$ cat config.mk
export PLATFORM = sky130hd
export DESIGN_NAME = cms_ctl
export DESIGN_NICKNAME = d
export VERILOG_FILES = /design/src/hdl/cms_pkg.sv /design/src/hdl/cms_ctl.sv
export VERILOG_INCLUDE_DIRS = /design/src /design/src/hdl
export SDC_FILE = /design/constraint.sdc
export NUM_CORES = 1
export LEC_CHECK = 0
export ABC_CLOCK_PERIOD_IN_PS = 2900
export BUFFER_PORTS_ARGS = -buffer_cell sky130_fd_sc_hd__clkbuf_2
export CAP_MARGIN = 40
export CORE_MARGIN = 4
export CORE_UTILIZATION = 50
export DETAILED_ROUTE_END_ITERATION = 16
export GPL_TIMING_DRIVEN = 0
export PLACE_DENSITY_LB_ADDON = 0.12
export RECOVER_POWER = 25
export SETUP_SLACK_MARGIN = 0.3
export SYNTH_ARGS = -nofsm -noshare
export SYNTH_HDL_FRONTEND = slang
export SYNTH_SLANG_ARGS = --single-unit
$ cat constraint.sdc
create_clock -name i_clk -period 2.9 [get_ports i_clk]
set_input_delay 0.145 -clock i_clk [delete_from_list [all_inputs] [get_ports i_clk]]
set_output_delay 0.145 -clock i_clk [all_outputs]
set_load 0.005 [all_outputs]
$ cat src/hdl/cms_defines.svh
`ifndef CMS_DEFINES_SVH
`define CMS_DEFINES_SVH

// ==========================================================
// register byte offsets
`define CMS_OFF_MODE      8'h00
`define CMS_OFF_MISC      8'h04
`define CMS_OFF_STATUS    8'h08
`define CMS_OFF_SECURITY  8'h0C
`define CMS_OFF_POWER     8'h10

// ==========================================================
// field positions
`define CMS_MISC_FLASH_EN   0
`define CMS_ST_SECURE       0
`define CMS_ST_ERASED       1
`define CMS_ST_VERIFYING    2
`define CMS_ST_VERIFIED     3
`define CMS_ST_DBG_ACTIVE   4
`define CMS_ST_DBG_BLOCKED  5
`define CMS_ST_LP_LSB       8
`define CMS_SEC_UNSECURE    0
`define CMS_POW_CMD_LSB     0

// ==========================================================
// reset values and timing
`define CMS_VERIFY_CYCLES   16
`define CMS_RD_ZERO         32'h0000_0000

`endif

$ cat src/hdl/cms_pkg.sv
package cms_pkg;

  // strap code, ordered {mode_strap_2, mode_strap_1, mode_strap_0}
  typedef enum logic [2:0] {
    CMS_SPECIAL_SINGLE   = 3'b000,
    CMS_EMUL_NARROW      = 3'b001,
    CMS_SPECIAL_TEST     = 3'b010,
    CMS_EMUL_WIDE        = 3'b011,
    CMS_NORMAL_SINGLE    = 3'b100,
    CMS_NORMAL_NARROW    = 3'b101,
    CMS_PERIPHERAL       = 3'b110,
    CMS_NORMAL_WIDE      = 3'b111
  } cms_mode_e;

  typedef enum logic [1:0] {
    CMS_LP_RUN    = 2'b00,
    CMS_LP_WAIT   = 2'b01,
    CMS_LP_STOP   = 2'b10,
    CMS_LP_PSTOP  = 2'b11
  } cms_lp_e;

  // clock gating outputs travel together
  typedef struct packed {
    logic osc_en;
    logic cpu_clk_en;
    logic periph_clk_en;
    logic rti_cop_clk_en;
    logic cpu_bus_hold;
  } cms_clk_s;

  typedef struct packed {
    logic [2:0] strap_s1;
    logic [2:0] strap_s2;
    logic       vis_s1;
    logic       vis_s2;
    logic       xirq_s1;
    logic       xirq_s2;
    cms_mode_e  mode;
    logic       flash_en;
    logic       secure;
    logic       erased;
    logic [7:0] verify_cnt;
    logic       verified;
    logic       dbg_cmd_seen;
    logic       dbg_active;
    cms_lp_e    lp;
    cms_clk_s   clk;
    logic       unsec_req;
    logic       ack;
    logic [31:0] dat;
  } cms_state_s;

endpackage

$ cat src/hdl/cms_ctl.sv
// The register offsets and the Wishbone register port are this design's own decisions.
`timescale 1ns/1ps
`include "cms_defines.svh"
module cms_ctl #(
  parameter int VERIFY_CYCLES = `CMS_VERIFY_CYCLES
) (
  input  wire logic        i_clk,
  input  wire logic        i_rst_n,
  input  wire logic        i_mode_strap_2,
  input  wire logic        i_mode_strap_1,
  input  wire logic        i_mode_strap_0,
  input  wire logic        i_flash_visibility_strap,
  input  wire logic        i_flash_secure,
  input  wire logic        i_flash_erased,
  input  wire logic        i_debug_activate_cmd,
  input  wire logic        i_ext_irq,
  input  wire logic        i_irq,
  input  wire logic        i_wb_cyc,
  input  wire logic        i_wb_stb,
  input  wire logic        i_wb_we,
  input  wire logic [7:0]  i_wb_adr,
  input  wire logic [3:0]  i_wb_sel,
  input  wire logic [31:0] i_wb_dat,
  output logic [31:0]      o_wb_dat,
  output logic             o_wb_ack,
  output logic [2:0]       o_mode,
  output logic             o_flash_visible,
  output logic             o_secure,
  output logic             o_debug_active,
  output logic             o_unsecure_req,
  output cms_pkg::cms_clk_s o_clk_ctl
);

  // ==========================================================
  // state
  cms_pkg::cms_state_s state_reg;
  cms_pkg::cms_state_s state_next;
  logic                wr_en;
  logic                rd_en;
  logic                expanded;
  logic                dbg_blocked;
  logic [2:0]          wmode;
  logic                wr_ok;
  logic                wake;
  logic [31:0]         status_word;

  // ==========================================================
  // strap decode of the flash enable bit
  function automatic logic flash_from_strap(input logic [2:0] m, input logic vis);
    logic r;
    r = 1'b0;
    unique case (cms_pkg::cms_mode_e'(m))
      cms_pkg::CMS_SPECIAL_SINGLE: r = 1'b1;
      cms_pkg::CMS_EMUL_NARROW:    r = ~vis;
      cms_pkg::CMS_SPECIAL_TEST:   r = 1'b0;
      cms_pkg::CMS_EMUL_WIDE:      r = ~vis;
      cms_pkg::CMS_NORMAL_SINGLE:  r = 1'b1;
      cms_pkg::CMS_NORMAL_NARROW:  r = vis;
      cms_pkg::CMS_PERIPHERAL:     r = 1'b1;
      cms_pkg::CMS_NORMAL_WIDE:    r = vis;
    endcase
    return r;
  endfunction

  // special modes may go anywhere legal; normal modes only between normal
  // expanded targets, so a field part cannot fall back into a test mode
  function automatic logic mode_write_ok(input logic [2:0] from, input logic [2:0] to);
    logic r;
    r = 1'b0;
    if (to == 3'h6)
    begin
      r = 1'b0;
    end
    else if (from[2] == 1'b0)
    begin
      r = 1'b1;
    end
    else
    begin
      r = (to == 3'h5) || (to == 3'h7) || (to == from);
    end
    return r;
  endfunction

  assign expanded    = (state_reg.mode != cms_pkg::CMS_SPECIAL_SINGLE) &&
                       (state_reg.mode != cms_pkg::CMS_NORMAL_SINGLE);
  // debug stays blocked on a secured part until erase verify has passed
  assign dbg_blocked = state_reg.secure & ~state_reg.verified;
  assign wr_en       = i_wb_cyc & i_wb_stb & i_wb_we & ~state_reg.ack;
  assign rd_en       = i_wb_cyc & i_wb_stb & ~i_wb_we & ~state_reg.ack;
  assign wmode       = i_wb_dat[2:0];
  assign wr_ok       = i_wb_sel[0] & mode_write_ok(state_reg.mode, wmode);
  assign wake        = state_reg.xirq_s2 | i_irq;

  always_comb
  begin
    status_word = `CMS_RD_ZERO;
    status_word[`CMS_ST_SECURE]     = state_reg.secure;
    status_word[`CMS_ST_ERASED]     = state_reg.erased;
    status_word[`CMS_ST_VERIFYING]  = state_reg.verify_cnt != 8'h00;
    status_word[`CMS_ST_VERIFIED]   = state_reg.verified;
    status_word[`CMS_ST_DBG_ACTIVE] = state_reg.dbg_active;
    status_word[`CMS_ST_DBG_BLOCKED] = dbg_blocked;
    status_word[`CMS_ST_LP_LSB +: 2] = state_reg.lp;
  end

  // ==========================================================
  // next state
  always_comb
  begin
    state_next = state_reg;
    state_next.strap_s1 = {i_mode_strap_2, i_mode_strap_1, i_mode_strap_0};
    state_next.strap_s2 = state_reg.strap_s1;
    state_next.vis_s1   = i_flash_visibility_strap;
    state_next.vis_s2   = state_reg.vis_s1;
    state_next.xirq_s1  = i_ext_irq;
    state_next.xirq_s2  = state_reg.xirq_s1;
    state_next.ack       = 1'b0;
    state_next.unsec_req = 1'b0;
    if (!i_rst_n)
    begin
      // sampled every reset cycle, so the last one before release wins
      state_next.mode     = cms_pkg::cms_mode_e'(state_reg.strap_s2);
      // a secured part reset straight into an expanded mode comes up with flash hidden
      state_next.flash_en = flash_from_strap(state_reg.strap_s2, state_reg.vis_s2) &
                            !(i_flash_secure && state_reg.strap_s2 != 3'h0 &&
                              state_reg.strap_s2 != 3'h4);
      state_next.secure   = i_flash_secure;
      state_next.erased   = i_flash_erased;
      state_next.verified = 1'b0;
      state_next.verify_cnt = 8'h00;
      if (i_flash_secure && i_flash_erased && state_reg.strap_s2 == 3'h0)
      begin
        state_next.verify_cnt = 8'(VERIFY_CYCLES);
      end
      state_next.dbg_cmd_seen = 1'b0;
      state_next.dbg_active   = 1'b0;
      state_next.lp  = cms_pkg::CMS_LP_RUN;
      state_next.clk = '{osc_en: 1'b1, cpu_clk_en: 1'b1, periph_clk_en: 1'b1,
                         rti_cop_clk_en: 1'b1, cpu_bus_hold: 1'b0};
      state_next.dat = `CMS_RD_ZERO;
    end
    else
    begin
      // erase verify countdown
      if (state_reg.verify_cnt != 8'h00)
      begin
        state_next.verify_cnt = state_reg.verify_cnt - 8'h01;
        if (state_reg.verify_cnt == 8'h01)
        begin
          state_next.verified = 1'b1;
        end
      end
      // debug activation; the command is sticky and set wins over nothing
      if (i_debug_activate_cmd)
      begin
        state_next.dbg_cmd_seen = 1'b1;
      end
      state_next.dbg_active = ~dbg_blocked &
        ((state_reg.mode == cms_pkg::CMS_SPECIAL_SINGLE) | state_reg.dbg_cmd_seen);
      // secured expanded operation never sees the internal flash
      if (state_reg.secure && expanded)
      begin
        state_next.flash_en = 1'b0;
      end
      // register access
      if (wr_en || rd_en)
      begin
        state_next.ack = 1'b1;
      end
      if (rd_en)
      begin
        unique case (i_wb_adr)
          `CMS_OFF_MODE:     state_next.dat = {29'h0, state_reg.mode};
          `CMS_OFF_MISC:     state_next.dat = {31'h0, state_reg.flash_en};
          `CMS_OFF_STATUS:   state_next.dat = status_word;
          `CMS_OFF_SECURITY: state_next.dat = `CMS_RD_ZERO;
          `CMS_OFF_POWER:    state_next.dat = {30'h0, state_reg.lp};
          default:           state_next.dat = `CMS_RD_ZERO;
        endcase
      end
      if (wr_en && i_wb_adr == `CMS_OFF_MODE && wr_ok)
      begin
        state_next.mode = cms_pkg::cms_mode_e'(wmode);
        if (state_reg.secure && wmode != 3'h0 && wmode != 3'h4)
        begin
          state_next.flash_en = 1'b0;
        end
      end
      if (wr_en && i_wb_adr == `CMS_OFF_SECURITY && i_wb_sel[0] &&
          i_wb_dat[`CMS_SEC_UNSECURE] && (state_reg.verified || !state_reg.secure))
      begin
        state_next.unsec_req = 1'b1;
      end
      // low power sequencing
      unique case (state_reg.lp)
        cms_pkg::CMS_LP_RUN:
        begin
          if (wr_en && i_wb_adr == `CMS_OFF_POWER && i_wb_sel[0])
          begin
            state_next.lp = cms_pkg::cms_lp_e'(i_wb_dat[`CMS_POW_CMD_LSB +: 2]);
          end
        end
        cms_pkg::CMS_LP_WAIT:
        begin
          if (wake)
          begin
            state_next.lp = cms_pkg::CMS_LP_RUN;
          end
        end
        cms_pkg::CMS_LP_STOP:
        begin
          // with the oscillator off only the pin interrupt can restart it
          if (state_reg.xirq_s2)
          begin
            state_next.lp = cms_pkg::CMS_LP_RUN;
          end
        end
        cms_pkg::CMS_LP_PSTOP:
        begin
          if (wake)
          begin
            state_next.lp = cms_pkg::CMS_LP_RUN;
          end
        end
      endcase
      unique case (state_next.lp)
        cms_pkg::CMS_LP_RUN:
          state_next.clk = '{osc_en: 1'b1, cpu_clk_en: 1'b1, periph_clk_en: 1'b1,
                             rti_cop_clk_en: 1'b1, cpu_bus_hold: 1'b0};
        cms_pkg::CMS_LP_WAIT:
          state_next.clk = '{osc_en: 1'b1, cpu_clk_en: 1'b0, periph_clk_en: 1'b1,
                             rti_cop_clk_en: 1'b1, cpu_bus_hold: 1'b1};
        cms_pkg::CMS_LP_STOP:
          state_next.clk = '{osc_en: 1'b0, cpu_clk_en: 1'b0, periph_clk_en: 1'b0,
                             rti_cop_clk_en: 1'b0, cpu_bus_hold: 1'b1};
        cms_pkg::CMS_LP_PSTOP:
          state_next.clk = '{osc_en: 1'b1, cpu_clk_en: 1'b0, periph_clk_en: 1'b0,
                             rti_cop_clk_en: 1'b1, cpu_bus_hold: 1'b1};
      endcase
    end
  end

  always_ff @(posedge i_clk)
  begin
    state_reg <= state_next;
  end

  // ==========================================================
  // outputs
  assign o_wb_dat        = state_reg.dat;
  assign o_wb_ack        = state_reg.ack;
  assign o_mode          = state_reg.mode;
  assign o_flash_visible = state_reg.flash_en;
  assign o_secure        = state_reg.secure;
  assign o_debug_active  = state_reg.dbg_active;
  assign o_unsecure_req  = state_reg.unsec_req;
  assign o_clk_ctl       = state_reg.clk;
endmodule

# ---- Word level (Yosys, flattened, before mapping)
# Cells that the tools add are included.
dict set report word_totals {
  ff_bits 68
  out_inout_bits 45
}
dict set report classes {
  add_sub_neg 1
  eq_ne 27
  mux 22
  bitwise 16
  reduce_logical 36
}
# cell count
set op_table {}
lappend op_table {{$pmux W10 S4} 1}
lappend op_table {{$eq A3 B3 Y1 const B} 7}
lappend op_table {{$pmux W5 S4} 1}
lappend op_table {{$mux W18} 1}
lappend op_table {{$eq A8 B4 Y1 const B} 2}
lappend op_table {{$logic_and A1 B1 Y1} 16}
lappend op_table {{$and A1 B1 Y1} 9}
lappend op_table {{$mux W1} 9}
lappend op_table {{$mux W9} 1}
lappend op_table {{$ne A3 B3 Y1 const B} 3}
lappend op_table {{$reduce_bool A3 Y1} 3}
lappend op_table {{$eq A2 B2 Y1 const B} 4}
lappend op_table {{$eq A8 B1 Y1 const B} 1}
lappend op_table {{$eq A8 B3 Y1 const B} 1}
lappend op_table {{$eq A8 B5 Y1 const B} 1}
lappend op_table {{$logic_not A8 Y1} 1}
lappend op_table {{$mux W2} 4}
lappend op_table {{$mux W4} 2}
lappend op_table {{$reduce_bool A8 Y1} 1}
lappend op_table {{$sub A8 B1 Y8 const B} 1}
lappend op_table {{$eq A3 B2 Y1 const B} 2}
lappend op_table {{$logic_not A3 Y1} 2}
lappend op_table {{$pmux W2 S3} 1}
lappend op_table {{$reduce_or A2 Y1} 3}
lappend op_table {{other kinds (13)} 25}

# ---- Longest topological paths before layout
dict set report depth {
  word_depth 11
  mapped_depth 5
  ltp_nobuf 5
}

# ---- Worst setup path after synthesis
# OpenSTA, ideal clock, no wires.
dict set report synth_timing {
  path_type {reg-to-reg}
  from {register state_reg[46] in the netlist's numbering}
  to {register state_reg[44] in the netlist's numbering, enable pin}
  setup_ns 0.354
  arrival_time_ns 1.179
  required_ns 2.546
  slack_ns 1.367
  path_stages_with_launch 3
  path_buffers 0
  cell_sequence {edfxtp_1 > nor4_2 > nand4_1}
}
dict set report synth_via {
  elab_chain_cells 2
}
# item line
set synth_lines {}
lappend synth_lines {{start, declared} cms_ctl.sv:36} ;# cms_pkg::cms_state_s state_reg;
lappend synth_lines {{start signal, assigned} cms_ctl.sv:246} ;# state_reg <= state_next;
lappend synth_lines {{$reduce_bool A8 Y1} cms_ctl.sv:146} ;# if (state_reg.verify_cnt != 8'h00)
lappend synth_lines {{$ne A2 B1 Y1 (no line)} -}
# No other way between the ends.
# A chain may end at the register's enable or synchronous reset.

# ---- Worst setup path in the final report
dict set report layout_timing {
  from {register state_reg[46] in the netlist's numbering}
  to {register state_reg[48] in the netlist's numbering, enable pin}
}
# The elaborated chain is that of the path after synthesis.

==> flow_summary_export.csv <==
group,metric,value,unit
drt,via_per_inst,4.79,
floorplan,fp.dieH,73.7,um
timing,max_slew.worst_pin.slew,0.512,ns
floorplan,core,4090,um2
placement,io_buffer_count,45,
clocking,clockBufferDepth,2,
critical_path,crit_fanout,8,
clocking,postCtsSetupBuffers,0,
status,outcome,"complete, no violations",
layout,layout_common_cells,"buf_4, clkbuf_2, dfxtp_1",
placement,dp_hpwl,3310,um
clocking,cts_tree,"built",
yosys,yosys_warnings,0,
yosys,postSynthAreaPerCell,9.90,um2
critical_path,required,2.79,ns
yosys,synth_edf_count,13,
drt,drtIter0Drc,188,
critical_path,crit_buf_inv,0,
floorplan,num_rows,23,
clocking,cts_resized,0,
grt,grt_pass1_wl,7080,um
layout,diodes,0,
critical_path,cp_slowest_cell,"nor4_2",
clocking,path_clk_slew,0.08,ns
layout,fillerInstances,363,
layout,area_growth_syn_to_layout,24.8,%
placement,pre_cts_ws,0.886,ns
pwr,vdd_drop_max,502,uV
drt,wire_per_inst,12.4,um
timing,setup_ws,1.07,ns
drt,ant_nets,0,
timing,setup-violations-final,0,
critical_path,crit_path_start_kind,"register",
clocking,cts_hold_buf,5,
critical_path,endpoint_kind,"register",
grt,antenna_found_initial,0,
clocking,cts-htree-levels,2,
yosys,ys_ff_latch,43,
drt,wirelength,4310,um
drt,drcViolationCount,0,
critical_path,crit_chain,"nor4_2 -> nand4_1",
grt,grt_pass1_vias,1574,
critical_path,cpPeakStageDelay,0.50,ns
timing,max_freq,547,MHz
pwr,power,1590,uW
floorplan,die_w,73.7,um
layout,drive_above_1_share,32.1,%
flow_run,maxCapViolations,0,
timing,final.min_clock_period,1.83,ns
critical_path,path_class,"register to register",
timing,finalCritPeriodShare,63.0,%
timing,relSlewSlack,65.8,%
floorplan,start_util,52.8,%
timing,holdWs,0.0767,ns
critical_path,cp.arrival,1.72,ns
pwr,pwr_density_cell,588,nW/um2
floorplan,io_pins,103,
timing,rsz0062_at_grt,"false",
yosys,async_flop_share,0,%
placement,routabilityCongestion,0.831,
layout,fin_nets,359,
yosys,synth_area,2160,um2
clocking,clkLatencyLatePin,0.29,ns
clocking,cts_buffers,5,
worst_hold_path,worst_hold_path_type,"input port to register",
timing,setup_tns,0,ns
critical_path,cp_top_family,"simple AND/OR/NAND/NOR gates",
yosys,synth_cells,218,
clocking,cts_root_buffer,"clkbuf_8",
timing,hold_violations,0,
grt,grt.overflow.total,0,
drt,vias,1673,
layout,fin_util,65.9,%
yosys,synth.distinct_cells,48,
timing,maxSlewViolCount,0,
floorplan,die_area,5430,um2
yosys,synthFlopType,"dfxtp_1",
timing,finClkSkew,0.00418,ns
drt,dr.pass1.iters,4,
grt,grt_max_degree,14,
yosys,yosysSeqAreaShare,45.9,%
grt,grt.total_usage,16.9,%
layout,largest_reg_flops,18,
clocking,clkSinkCount,43,
pwr,leakagePower,0.00123,uW
## stage by stage
step,instances,instance area [um2]
6_report,349,2690
5_1_grt,349,2690
4_1_cts,349,2700
3_5_place_dp,336,2530
3_3_place_gp,336,2530
2_1_floorplan,241,2240
## worst register-to-register path, delay by kind of cell (launching register included)
family / cells / cell delay, ns
simple gates: 2 / 0.98
flops: 1 / 0.45
## where the power goes
group / leakage [uW] / internal (uW) / switching (uW)
sequential: 0.000388 / 705 / 56.1
combinational: 0.000776 / 169 / 185
clock: 0.0000612 / 278 / 192
total: 0.00123 / 1150 / 433
## kinds of logic (layout without fill, tap and decap cells)
group	after synthesis	count (layout)	share of synthesized area, %
compound gates	33	33	10.6
simple gates	75	75	21.7
fa+ha+maj	3	3	1.74
flops	43	43	45.9
buf+inv	55	113	16.6
other cells	1	24	0.174
mux	1	1	0.464
xor+xnor	7	7	2.84
## synthesized netlist by cell type, types with 2 or more instances
cell type	instances	area share (%)
buf_4	40	14
dfxtp_1	30	28
nor2_1	23	4.0
edfxtp_1	13	18
o21ai_0	11	2.6
inv_1	10	1.7
nand3_1	9	2.1
xnor2_1	6	2.4
nand2_1	5	0.87
a22oi_1	4	1.4
a31o_1	4	1.6
clkbuf_1	4	0.70
nand2b_1	4	1.2
nor2b_1	4	1.2
and3b_1	3	1.2
ha_1	3	1.7
nor4_1	3	0.87
a31oi_1	2	0.58
and2_1	2	0.58
and4_1	2	0.81
nor3_1	2	0.46
nor3b_1	2	0.70
nor4_2	2	1.2
nor4b_1	2	0.81
o2111ai_1	2	0.81
o211a_1	2	0.93
o22ai_1	2	0.58
or3_1	2	0.58
## layout make-up
type,count,area (um2),area share (%)
flip-flops and latches,43,991,36.8
multi-input cells,143,896,33.3
plain buffers,45,320,11.9
repair buffers,50,269,9.99
clock buffers,6,82.6,3.07
well taps,50,62.6,2.32
inverters,10,37.5,1.39
clock inverters,2,35.0,1.30
## path summary, 6_finish.rpt
path	cells after the start	startpoint	slack [ns]	to
hold / removal	3	i_debug_activate_cmd	0.08	state_reg[42]$_SDFFE_PN0P_
setup reg to reg	2	state_reg[46]$_SDFFCE_PN0P_	1.07	state_reg[48]$_DFFE_PP_
setup / recovery	2	state_reg[46]$_SDFFCE_PN0P_	1.07	state_reg[48]$_DFFE_PP_
hold reg to reg	0	state_next[60]$_DFF_P_	0.33	state_reg[60]$_DFF_P_
## layer usage
metal	global-route usage, %	vias up	part of all wire (%)
li1	-	861	-
met3	4.51	2	6.7
met4	5.43	0	0.49
met1	20.1	762	42
met2	29.4	48	51
met5	0	-	0
No activity file was read; power rests on OpenSTA's default activity.
